`config.mk`:
```
export PLATFORM = sky130hd
export DESIGN_NAME = tra_ctrl
export DESIGN_NICKNAME = d
export VERILOG_FILES = /design/src/hw/tra_pkg.sv /design/src/hw/tra_ctrl.sv /design/src/hw/tra_fmt.sv /design/src/hw/tra_cmp.sv
export VERILOG_INCLUDE_DIRS = /design/src /design/src/hw
export SDC_FILE = /design/constraint.sdc
export NUM_CORES = 1
export LEC_CHECK = 0
export ABC_AREA = 1
export BUFFER_PORTS_ARGS = -buffer_cell sky130_fd_sc_hd__buf_2
export CELL_PAD_IN_SITES_DETAIL_PLACEMENT = 1
export CELL_PAD_IN_SITES_GLOBAL_PLACEMENT = 1
export CORE_MARGIN = 1.5
export CORE_UTILIZATION = 37
export CTS_CLUSTER_DIAMETER = 50
export CTS_CLUSTER_SIZE = 14
export DETAILED_ROUTE_END_ITERATION = 10
export PLACE_DENSITY = 0.94
export REMOVE_ABC_BUFFERS = 1
export SLEW_MARGIN = 20
export SYNTH_ARGS = -nofsm -noshare
export SYNTH_HDL_FRONTEND = slang
export SYNTH_SLANG_ARGS = --single-unit
```
`constraint.sdc`:
```
create_clock -name sys_clk -period 2.05 [get_ports sys_clk]
set_input_delay 0.615 -clock sys_clk [delete_from_list [all_inputs] [get_ports sys_clk]]
set_output_delay 0.615 -clock sys_clk [all_outputs]
set_load 0.1 [all_outputs]
```
`src/hw/tra_cfg.svh`:
```
// constants for the temperature result, alarm and clock control block
// Behaviour
// RL1 - results are unsigned, 8-bit at 0.5C steps or 16-bit at 0.0625C steps
// RL2 - high byte always valid; 16-bit low byte keeps three top bits, rest zero
// RL3 - in 8-bit mode the low byte holds no defined value
// RL4 - below range gives 00h/0000h, above range gives FFh/FFE0h
// RL5 - degrees are high/2 minus variant offset plus low/512 in 16-bit mode
// RL6 - log samples and latest-result bytes share one encoding
// RL7 - host writes thresholds as one byte, twice degrees plus 82 or 2
// RL8 - low threshold lives at 0208h, high threshold at 0209h
// RL9 - alarm comparison uses the result high byte only
// RL10 - in mission, enabled high alarm sets flag when high byte >= high threshold
// RL11 - in mission, enabled low alarm sets flag when high byte <= low threshold
// RL12 - alarm flags sit in the alarm status register at 0214h
// RL13 - control register bits 2 to 7 read zero and ignore writes
// RL14 - during a mission control register writes are ignored
// RL15 - sample-unit bit selects minutes when 0, seconds when 1
// RL16 - oscillator enable bit starts or stops the clock oscillator
// RL17 - forced conversion or start mission sets the oscillator enable
// RL18 - host should stop the oscillator when the device is idle
// RL19 - sample rate is a 14-bit count; zero acts as one
// RL20 - log format bit picks 8-bit or 16-bit storage, high byte first
// RL21 - both latest-result bytes update together per conversion
`ifndef TRA_CFG_SVH
`define TRA_CFG_SVH

// ==========================================
// register addresses
`define TRA_ADDR_LOW_THR 10'h208
`define TRA_ADDR_HIGH_THR 10'h209
`define TRA_ADDR_RES_LOW 10'h20C
`define TRA_ADDR_RES_HIGH 10'h20D
`define TRA_ADDR_SENS_CTRL 10'h210
`define TRA_ADDR_CLK_CTRL 10'h212
`define TRA_ADDR_ALARM_STAT 10'h214

// ==========================================
// fields and values
`define TRA_BIT_LOW_EN 0
`define TRA_BIT_HIGH_EN 1
`define TRA_BIT_OSC_EN 0
`define TRA_BIT_UNIT_SEC 1
`define TRA_CTRL_MASK 8'h03
`define TRA_STAT_FIXED 8'h70
`define TRA_LOW_KEEP_MASK 8'hE0
`define TRA_UNDER_CODE 16'h0000
`define TRA_OVER_CODE 16'hFFE0
`define TRA_RATE_MIN 14'h0001
`define TRA_RESET_BYTE 8'h00

`endif

```
`src/hw/tra_pkg.sv`:
```
// types for the temperature result, alarm and clock control block
package tra_pkg;
    typedef struct packed {
        logic [15:0] code;
        logic under;
        logic over;
    } tra_raw_s;

    typedef struct packed {
        logic [7:0] high;
        logic [7:0] low;
    } tra_result_s;

    typedef struct packed {
        logic [9:0] addr;
        logic [7:0] wdata;
        logic wr;
    } tra_wr_s;

    typedef enum logic [1:0] {
        TRA_IDLE = 2'b00,
        TRA_FMT = 2'b01,
        TRA_CMP = 2'b10
    } tra_state_e;
endpackage

```
`src/hw/tra_ctrl.sv`:
```
// temperature result, threshold alarm and clock control register block
`timescale 1ns/100ps
`include "tra_cfg.svh"
module tra_ctrl (
    // clock and reset
    input wire logic sys_clk,
    input wire logic nrst,
    // register port from the serial link logic
    input wire tra_pkg::tra_wr_s wr_req,
    input wire logic [9:0] rd_addr,
    output logic [7:0] rd_data,
    // conversion and mission status
    input wire logic conv_valid,
    input wire tra_pkg::tra_raw_s raw,
    input wire logic mission_active,
    input wire logic log_format_select,
    input wire logic forced_conv_cmd,
    input wire logic start_mission_cmd,
    input wire logic clear_alarms,
    input wire logic [13:0] sample_rate_raw,
    // outputs to the rest of the device
    output logic oscillator_enable,
    output logic sample_unit_seconds,
    output logic [13:0] sample_rate,
    output logic high_alarm_flag,
    output logic low_alarm_flag,
    output logic [15:0] log_sample
);
    // ==========================================
    // registers
    logic [7:0] low_thr;
    logic [7:0] high_thr;
    logic high_alarm_enable;
    logic low_alarm_enable;
    tra_pkg::tra_result_s result;
    logic result_valid;
    logic high_hit;
    logic low_hit;
    logic ctrl_wr_ok;

    function automatic logic hit_addr(input logic [9:0] a, input logic [9:0] b);
        hit_addr = (a == b);
    endfunction

    // ==========================================
    // formatting and comparison
    tra_fmt u_fmt (
        .sys_clk(sys_clk),
        .nrst(nrst),
        .conv_valid(conv_valid),
        .raw(raw),
        .log_format_select(log_format_select),
        .result(result),
        .result_valid(result_valid)
    );

    tra_cmp u_cmp (
        .result_high_byte(result.high),
        .low_thr(low_thr),
        .high_thr(high_thr),
        .high_alarm_enable(high_alarm_enable),
        .low_alarm_enable(low_alarm_enable),
        .high_hit(high_hit),
        .low_hit(low_hit)
    );

    // mission locks out control writes
    assign ctrl_wr_ok = wr_req.wr && !mission_active; // RL14

    // ==========================================
    // thresholds
    always_ff @(posedge sys_clk) begin
        if (!nrst) begin
            low_thr <= `TRA_RESET_BYTE;
            high_thr <= `TRA_RESET_BYTE;
        end else if (ctrl_wr_ok) begin
            if (hit_addr(wr_req.addr, `TRA_ADDR_LOW_THR)) begin
                low_thr <= wr_req.wdata; // RL8
            end
            if (hit_addr(wr_req.addr, `TRA_ADDR_HIGH_THR)) begin
                high_thr <= wr_req.wdata; // RL8
            end
        end
    end

    // ==========================================
    // sensor control
    always_ff @(posedge sys_clk) begin
        if (!nrst) begin
            high_alarm_enable <= 1'b0;
            low_alarm_enable <= 1'b0;
        end else if (ctrl_wr_ok && hit_addr(wr_req.addr, `TRA_ADDR_SENS_CTRL)) begin
            high_alarm_enable <= wr_req.wdata[`TRA_BIT_HIGH_EN]; // RL13
            low_alarm_enable <= wr_req.wdata[`TRA_BIT_LOW_EN]; // RL13
        end
    end

    // ==========================================
    // clock control; commands win over a register write in the same cycle
    always_ff @(posedge sys_clk) begin
        if (!nrst) begin
            oscillator_enable <= 1'b0;
            sample_unit_seconds <= 1'b0;
        end else begin
            if (ctrl_wr_ok && hit_addr(wr_req.addr, `TRA_ADDR_CLK_CTRL)) begin
                oscillator_enable <= wr_req.wdata[`TRA_BIT_OSC_EN]; // RL16
                sample_unit_seconds <= wr_req.wdata[`TRA_BIT_UNIT_SEC]; // RL15
            end
            if (forced_conv_cmd || start_mission_cmd) begin
                oscillator_enable <= 1'b1; // RL17
            end
        end
    end

    // ==========================================
    // sample rate: zero behaves as one
    always_ff @(posedge sys_clk) begin
        if (!nrst) begin
            sample_rate <= `TRA_RATE_MIN;
        end else begin
            sample_rate <= (sample_rate_raw == 14'h0000) ? `TRA_RATE_MIN
                                                        : sample_rate_raw; // RL19
        end
    end

    // ==========================================
    // alarm flags; a hit in the clearing cycle still sets the flag
    always_ff @(posedge sys_clk) begin
        if (!nrst) begin
            high_alarm_flag <= 1'b0;
            low_alarm_flag <= 1'b0;
        end else begin
            if (clear_alarms) begin
                high_alarm_flag <= 1'b0;
                low_alarm_flag <= 1'b0;
            end
            if (result_valid && mission_active && high_hit) begin
                high_alarm_flag <= 1'b1; // RL10
            end
            if (result_valid && mission_active && low_hit) begin
                low_alarm_flag <= 1'b1; // RL11
            end
        end
    end

    // ==========================================
    // log sample: high byte at the lower address, low byte only in 16-bit
    always_ff @(posedge sys_clk) begin
        if (!nrst) begin
            log_sample <= '0;
        end else if (result_valid) begin
            log_sample <= result; // RL6 RL20
        end
    end

    // ==========================================
    // read mux; result bytes come from one register so they never mix
    always_ff @(posedge sys_clk) begin
        if (!nrst) begin
            rd_data <= `TRA_RESET_BYTE;
        end else begin
            case (rd_addr)
                `TRA_ADDR_LOW_THR: rd_data <= low_thr;
                `TRA_ADDR_HIGH_THR: rd_data <= high_thr;
                `TRA_ADDR_RES_LOW: rd_data <= result.low; // RL21
                `TRA_ADDR_RES_HIGH: rd_data <= result.high; // RL21
                `TRA_ADDR_SENS_CTRL: rd_data <= {6'h00, high_alarm_enable,
                                                 low_alarm_enable}; // RL13
                `TRA_ADDR_CLK_CTRL: rd_data <= {6'h00, sample_unit_seconds,
                                                oscillator_enable}; // RL13
                `TRA_ADDR_ALARM_STAT: rd_data <= `TRA_STAT_FIXED |
                                     {6'h00, high_alarm_flag, low_alarm_flag}; // RL12
                default: rd_data <= `TRA_RESET_BYTE;
            endcase
        end
    end
endmodule

```
`src/hw/tra_fmt.sv`:
```
// result formatter: clamps and truncates one raw conversion
`timescale 1ns/100ps
`include "tra_cfg.svh"
module tra_fmt (
    // clock and reset
    input wire logic sys_clk,
    input wire logic nrst,
    // raw conversion in
    input wire logic conv_valid,
    input wire tra_pkg::tra_raw_s raw,
    input wire logic log_format_select,
    // formatted result out
    output tra_pkg::tra_result_s result,
    output logic result_valid
);
    logic [15:0] next_code;

    always_comb begin
        next_code = raw.code & {8'hFF, `TRA_LOW_KEEP_MASK}; // RL2
        if (raw.under) begin
            next_code = `TRA_UNDER_CODE; // RL4
        end else if (raw.over) begin
            next_code = `TRA_OVER_CODE; // RL4
        end
        // 8-bit mode: low byte is undefined, we simply zero it
        if (!log_format_select) begin
            next_code[7:0] = `TRA_RESET_BYTE; // RL3
        end
    end

    always_ff @(posedge sys_clk) begin
        if (!nrst) begin
            result <= '0;
            result_valid <= 1'b0;
        end else begin
            result_valid <= conv_valid;
            if (conv_valid) begin
                result <= next_code; // RL1 RL5 RL6
            end
        end
    end
endmodule

```
`src/hw/tra_cmp.sv`:
```
// alarm comparator on the result high byte
`timescale 1ns/100ps
module tra_cmp (
    // result and thresholds
    input wire logic [7:0] result_high_byte,
    input wire logic [7:0] low_thr,
    input wire logic [7:0] high_thr,
    // enables
    input wire logic high_alarm_enable,
    input wire logic low_alarm_enable,
    // hits
    output logic high_hit,
    output logic low_hit
);
    assign high_hit = high_alarm_enable && (result_high_byte >= high_thr); // RL9 RL10
    assign low_hit = low_alarm_enable && (result_high_byte <= low_thr); // RL9 RL11
endmodule

```
==> After elaboration in Yosys (flattened, before gate mapping) <==
Cells that the tools add are included.
{ "op_classes": {"n_mux": 9, "magnitude_cmp": 2, "n_eq_ne": 11, "bitwise_logic": 1, "reduce_logical": 17} }
{ "op_table": {"columns": ["op", "n"], "rows": [
  ["== test 10 bit (second input constant)", 11],
  ["one-hot mux 8 bit (7 select lines)", 1],
  ["2-to-1 mux 16 bit", 2],
  ["zero test 14 bit", 1],
  [">= comparator 8 bit", 1],
  ["<= comparator 8 bit", 1],
  ["logical AND 1 bit", 8],
  ["2-to-1 mux 8 bit", 1],
  ["nonzero test 2 bit", 3],
  ["2-to-1 mux 1 bit", 5],
  ["AND reduction 2 bit", 2],
  ["OR reduction 2 bit", 1],
  ["zero test 1 bit", 1],
  ["logical OR 1 bit", 1],
  ["NOT 1 bit", 1]
]} }
{ "totals": {"regBits": 77, "elab_cells": 54, "out_inout_bits": 42} }

==> Logic depth before layout (Yosys ltp) <==
Gate-level depths: netlist of the first run.
{ "logic_depth": {"word_depth": 5, "depth_mapped": 12, "depth_no_buf": 12} }

==> By module <==
A second synthesis of the first run with hierarchy kept.
{ "hier_totals": {"hier_cells": 505, "hier_area_um2": 3574.7} }
{ "modules_own_cells": {"columns": ["module", "area_each_um2", "cells_per_inst", "n_inst"], "rows": [
  ["tra_ctrl", 2625.0, 366, 1],
  ["tra_fmt", 509.2, 66, 1],
  ["tra_cmp", 440.4, 73, 1]
]} }

==> Least setup slack after synthesis of the first run <==
No wires, ideal clock.
{ "synth_timing": {"path_type": "register -> output", "startpoint": "register sample_unit_seconds", "endpoint": "output sample_unit_seconds", "t_arrival_ps": 941, "stages_incl_launch_ff": 1, "path_slack_ps": 494, "path_cell_list": "dfxtp_1"} }
{ "synth_rtl": {"columns": ["element", "line", "rtl"], "rows": [
  ["start, declared", "tra_ctrl.sv:23", "output logic sample_unit_seconds,"],
  ["start signal, assigned", "tra_ctrl.sv:107", "sample_unit_seconds <= wr_req.wdata[`TRA_BIT_UNIT_SEC];"]
]} }
No word-level cell between the ends.

==> Final worst setup path of the first run <==
{ "layout_timing": {"startpoint": "register low_alarm_flag", "endpoint": "output low_alarm_flag"} }
{ "layout_rtl": {"columns": ["element", "line", "rtl"], "rows": [
  ["start, declared", "tra_ctrl.sv:26", "output logic low_alarm_flag,"],
  ["start signal, assigned", "tra_ctrl.sv:131", "low_alarm_flag <= 1'b0;"],
  ["start signal, assigned", "tra_ctrl.sv:135", "low_alarm_flag <= 1'b0;"],
  ["start signal, assigned", "tra_ctrl.sv:141", "low_alarm_flag <= 1'b1;"]
]} }
No word-level cell between the ends.

==> flow_summary.toml, run 1 <==
[worst_setup_path]
path_buf_inv = 1
crit_family = "buffers and inverters"
critPathCaptureType = "primary output"
timing.rr.end = "high_alarm_flag"
path_class = "flop to primary output"
timing.rr.start = "high_thr[5]"
slowest_delay_ps = 440
cpMaxStageDelayCell = "buf_2"
reg2regPathDepth = 8
crit_required_ps = 1430
arrival_ps = 1150
worstPathMaxFanout = 3
rrSetupSlack_ps = 400
cp-start-kind = "flop"
path_cells = "buf_2"

[global_route]
grt.total_usage_pct = 23.4
grt_pass1_vias = 3524
overflow = 0
antenna_found_initial = 0
grt_max_degree = 20
grt_pass1_wl_mm = 16.4

[synthesis]
synthArstFlopShare_pct = 0
ys.flop_type = "dfxtp_1"
yosysSeqAreaShare_pct = 41.5
avgSynthCellArea_um2 = 7.18
synth_edf_count = 0
yosys_warnings = 0
synth_area_um2 = 3230
ys_seq_elements = 67
synthDistinctLibCells = 30
synthCells = 450

[final_layout]
multiInputGateArea_um2 = 1570
n_antenna_cell = 0
layout-drive-gt1-share_pct = 25.1
nets = 638
design_area_um2 = 4030
area_growth_pct = 24.7
fillers = 1110
ff_latch_area_um2 = 1340

[sta]
period_share_pct = 86.3
max_freq_ghz = 0.565
min_period_ps = 1770
maxSlewViolCount = 0
rsz0062_at_grt = "no"
clock_skew_ps = 9.42
setup_tns_ps = 0
setup_viol = 0
hold_viol = 0
relSlewSlack_pct = 62.5
tightestPinTransition_ps = 562
fin_ws_ps = 280

[clocking]
cts_resized = 0
clkLatencyLatePin_ps = 350
cts_sinks = 67
cts_hold_buf = 0
post_cts_buffers = 0
htree_levels = 3
clock_path_buffers = 2
cts_made_buffers = 9
root_buffer = "clkbuf_8"
cts_tree = "yes"
path_clk_slew_ps = 70

[power]
powerDensity_nw_per_um2 = 778
p_leak_nw = 2.02
peakVddDrop_uv = 439

[detailed_routing]
wl_per_cell_um = 15.5
wl_met2_mm = 5.25
drc = 0
viasPerCell = 5.05
wl_met1_mm = 4.30
antenna_left = 0
firstDrtPassIters = 4
routed_wl_mm = 10.3
vias = 3346
drt_iter0_markers = 185
wl_met3_um = 575
top_layer = "met4"

[hold_path]
holdPathStages = 2
whs_endpoint = "sample_rate[0]"
hp-class = "primary input to flop"
hold_start = "sample_rate_raw[0]"

[outcome]
status = "finished, final reports clean"

[floorplan]
initial_core_util_pct = 38.8
design.die.area_um2 = 9310
ios = 111
core_area_um2 = 8340
die_w_um = 96.5
die_y_um = 96.5
fp-row-count = 33

[placed_design]
place.gp.congestion = 0.874
hpwlAfterDp_mm = 7.83
dp_slack_ps = 148
io_buffers = 100
place_area_um2 = 3820

[job]
drv_cap = 0
==> flip-flops by register name, indices dropped and copies added (netlist names), 8 cells and up <==
register,count
high_thr,8
log_sample,11
low_thr,8
rd_data,8
sample_rate,14
u_fmt.result,11
==> power breakdown <==
group          internal (mW)  switching (mW)
registers               1.34          0.0313
clock network          0.682           0.514
logic                  0.131           0.438
total                   2.15           0.984
==> cell families (layout without fill, tap and decap cells) <==
group / count (synthesis) / count (layout) / share of synthesized area, %
compound gates: 90 / 90 / 14.6
fa+ha+maj: 16 / 16 / 6.19
other cells: 1 / 5 / 0.116
flops: 67 / 67 / 41.5
buf+inv: 82 / 186 / 10.4
simple gates: 194 / 194 / 27.2
==> metal layers <==
layer  vias up  GRT usage (%)
met5         -              0
met4         0           9.66
met3        21           5.24
met2       102           41.8
met1      1584           26.8
li1       1639              -
==> worst max path at each step <==
stage                        start                  end  slack [ps]  cells after the start
2_1_floorplan  sample_unit_seconds  sample_unit_seconds         490                      0
3_3_place_gp            wr_req[16]           low_thr[2]         270                      6
3_5_place_dp            wr_req[16]           low_thr[3]         150                      6
4_1_cts             low_alarm_flag       low_alarm_flag         260                      1
5_1_grt          oscillator_enable    oscillator_enable         240                      1
6_report            low_alarm_flag       low_alarm_flag         280                      1
==> synthesized netlist by cell type (4+ instances only) <==
cell | n | share of area [%]
dfxtp_1 | 67 | 41
ha_1 | 16 | 6.2
nand2_1 | 71 | 8.2
inv_2 | 4 | 0.46
o21ai_1 | 9 | 1.4
nor3_1 | 6 | 0.93
a21oi_1 | 40 | 6.2
clkbuf_1 | 6 | 0.70
buf_2 | 4 | 0.62
o21ai_0 | 37 | 5.7
inv_1 | 62 | 7.2
buf_4 | 6 | 1.4
nand3_1 | 26 | 4.0
nor2_1 | 67 | 7.8
==> placed cells by master, fill, tap and decap left out <==
cell,n
buf_2,100
nand2_1,71
nor2_1,67
dfxtp_1,67
inv_1,62
a21oi_1,40
o21ai_0,37
nand3_1,26
ha_1,16
o21ai_1,9
clkbuf_8,9
nor3_1,6
conb_1,5
inv_2,4
buf_4,4
nand4_1,3
nand2_2,3
nor2_4,3
nor2_2,3
nand3b_1,3
nor4_1,2
nand2_4,2
o211ai_2,2
clkinv_2,2
bufinv_16,2
clkbuf_1,2
or2_2,1
nor2_8,1
a21oi_2,1
nor3_2,1
nand3b_2,1
a21o_1,1
nor3b_1,1
clkinvlp_4,1
==> layout make-up <==
class	instances	share of cell area (%)
tap	105	3.26
timing repair buffer	104	13.2
multi-input combinational	305	39.0
clock buffer	11	3.26
sequential	67	33.3
clock inverter	5	1.92
inverter	66	6.15
==> per-stage QoR <==
stage,power [mW],hold WS [ps],utilization [%],std cells
after global routing,3.25,467,48.3,663
after detailed placement,1.97,476,45.8,647
after global placement,1.94,463,45.8,647
final,3.14,469,48.3,663
after floorplan,1.79,441,-,438
after CTS,3.15,463,48.3,663
(Power assumes the default switching activity.)
==> run 2, diff against run 1 <==
--- a/config.mk
+++ b/config.mk
@@ -6,12 +6,12 @@
 export SDC_FILE = /design/constraint.sdc
 export NUM_CORES = 1
 export LEC_CHECK = 0
-export ABC_AREA = 1
+export ABC_AREA = 0
 export BUFFER_PORTS_ARGS = -buffer_cell sky130_fd_sc_hd__buf_2
 export CELL_PAD_IN_SITES_DETAIL_PLACEMENT = 1
 export CELL_PAD_IN_SITES_GLOBAL_PLACEMENT = 1
 export CORE_MARGIN = 1.5
-export CORE_UTILIZATION = 37
+export CORE_UTILIZATION = 39
 export CTS_CLUSTER_DIAMETER = 50
 export CTS_CLUSTER_SIZE = 14
 export DETAILED_ROUTE_END_ITERATION = 10
==> run 2 against run 1 <==
  * Largest power group unchanged
  * Critical endpoint unchanged
  * Critical path depth unchanged
  * Area after synthesis increased by 0.19%
  * Core utilization up 2.2 points
  * Fmax decreased by 2.4%
  * First-iteration DRC count fell by 28%
  * Sequential share of layout area fell by 0.67 points
  * Die area decreased by 4.8%
  * Clock power is 7% lower
  * Register-to-register slack got worse by 70 ps
  * Hold slack lost 1.5 ps
  * Largest cell class unchanged
  * Final area is 2.0% higher
==> flow_summary.toml, run 2 <==
[outcome]
status = "finished, final reports clean"

[synthesis]
synthArstFlopShare_pct = 0
synth.top_cell.area_share_pct = 41.4
synth_compound_area_share_pct = 13.4
muxShareOfSynthArea_pct = 7.76
synthTopCellsByCount = "dfxtp_1, nor2_1, mux2i_1"
synth_adder_area_share_pct = 6.18
ys_top_cells_by_area = "dfxtp_1, mux2i_1, ha_1, nor2_1, and2_1"
synth-xor-area-share_pct = 0
synth_edf_count = 0
synthSimpleGateAreaFrac_pct = 24.7
synth_top_family_by_area = "simple AND/OR/NAND/NOR gates"
yosysSeqAreaShare_pct = 41.4
ys.flop_type = "dfxtp_1"
yosysMostFrequentCell = "dfxtp_1"
synthDistinctLibCells = 56
synth_area_um2 = 3240
ys_seq_elements = 67
avgSynthCellArea_um2 = 8.95
yosys_warnings = 0
synth_top_cell_by_area = "dfxtp_1"
synthCells = 362

[detailed_routing]
drc = 0
routed_wl_mm = 9.60
viasPerCell = 5.21
drt_iter0_markers = 133
vias = 3039
firstDrtPassIters = 4
wl_per_cell_um = 16.5
antenna_left = 0

[floorplan]
initial_core_util_pct = 39.8
die_y_um = 94.1
die_w_um = 94.1
ios = 111
fp-row-count = 33
core_area_um2 = 8130
design.die.area_um2 = 8860

[hold_path]
hp-class = "primary input to flop"

[final_layout]
layoutNonFillerInstCount = 583
largest_reg_flops = 14
layout-drive-gt1-share_pct = 32.2
multiInputGateArea_um2 = 1700
ff_latch_area_um2 = 1340
final_cell_mix = "buf_2, dfxtp_1, nor2_1"
fillers = 993
design_area_um2 = 4110
top_register = "sample_rate"
final_util_pct = 50.6
reg.largest.list = "sample_rate x14, log_sample x11, u_fmt.result x11"
final_common_cell = "buf_2"
area_growth_pct = 27.0
nets = 558
n_antenna_cell = 0

[power]
clkPwrFrac_pct = 37.4
peakVddDrop_uv = 394
switching_share_pct = 30.1
p_leak_nw = 1.83
powerDensity_nw_per_um2 = 721
p_sw_mw = 0.894
p_int_mw = 2.07
p_seq_share_pct = 45.7
p_total_mw = 2.97
combPwrFrac_pct = 16.8

[clocking]
cts_resized = 0
cts_hold_buf = 0
clkLatencyLatePin_ps = 350
cts_sinks = 67
clock_path_buffers = 2
path_clk_slew_ps = 70
root_buffer = "clkbuf_8"
cts_made_buffers = 9
cts_tree = "yes"
post_cts_buffers = 0
htree_levels = 3

[worst_setup_path]
crit_required_ps = 1430
path_class = "flop to primary output"
slowest_delay_ps = 450
path_buf_inv = 1
cp-start-kind = "flop"
path_cells = "buf_2"
critPathCaptureType = "primary output"
arrival_ps = 1200
cpMaxStageDelayCell = "buf_2"
crit_family = "buffers and inverters"
worstPathMaxFanout = 3

[sta]
max_freq_ghz = 0.551
maxSlewViolCount = 0
fin_ws_ps = 237
rsz0062_at_grt = "no"
setup_viol = 0
period_share_pct = 88.5
holdWs_ps = 467
min_period_ps = 1810
hold_viol = 0
clock_skew_ps = 4.96
setup_tns_ps = 0

[global_route]
grt_pass1_vias = 3247
antenna_found_initial = 0
grt_max_degree = 22
grt.total_usage_pct = 23.2
overflow = 0
grt_pass1_wl_mm = 15.6
grt_use_met1_pct = 27.1
met3_usage_pct = 4.85
gr-usage-met2_pct = 41.4
grt-busiest-layer = "met2"

[placed_design]
dp_cells = 567
place.gp.congestion = 0.845
hpwlAfterDp_mm = 7.37
dp_slack_ps = -86.8
io_buffers = 100
place_area_um2 = 3920

[job]
drv_cap = 0
-- run 2: changes by cell type in the layout (fill, tap and decap cells not counted), sizes merged, moves of 6 or more --
cell	before	now
a21oi	41	12
and2	0	15
buf	104	121
inv	66	18
mux2i	0	24
nand2	76	21
nand2b	0	6
nand3	26	20
nor2	74	50
o21ai	46	16
o31ai	0	8
-- run 2: path summary, 6_finish.rpt --
kind                            from        endpoint  slack [ps]  depth (start not counted)
hold reg to reg          high_thr[6]     high_thr[6]         490                          2
setup reg to reg          low_thr[5]  low_alarm_flag         330                          6
setup / recovery      low_alarm_flag  low_alarm_flag         240                          1
hold / removal    sample_rate_raw[0]  sample_rate[0]         470                          2
-- run 2: final cells by class --
class | count | share of cell area, %
clock buffer | 12 | 3.53
clock inverter | 4 | 1.22
inverter | 19 | 1.73
multi-input combinational | 255 | 41.4
sequential | 67 | 32.6
tap | 105 | 3.19
timing repair buffer | 121 | 16.3
-- run 2: power groups by stage --
stage / logic (mW) / clock network, mW / registers [mW]
after floorplan: 0.161 / 0 / 1.53
after global placement: 0.478 / 0 / 1.38
after detailed placement: 0.498 / 0 / 1.39
after CTS: 0.501 / 1.12 / 1.36
after global routing: 0.533 / 1.17 / 1.36
final: 0.500 / 1.11 / 1.36
-- run 2: cell families (layout without fill, tap and decap cells) --
| group | after synthesis | in the layout |
|---|---|---|
| adder cells (fa/ha/maj) | 16 | 16 |
| AO/OA/AOI/OAI | 62 | 62 |
| AND/OR/NAND/NOR | 147 | 147 |
| flip-flops | 67 | 67 |
| multiplexers | 25 | 25 |
| other | 1 | 5 |
| buffers and inverters | 44 | 156 |
-- run 2: routing by layer --
layer	wire (µm)	vias up
met5	0	-
met4	133	0
met3	514	13
met2	4810	95
met1	4140	1457
li1	-	1474
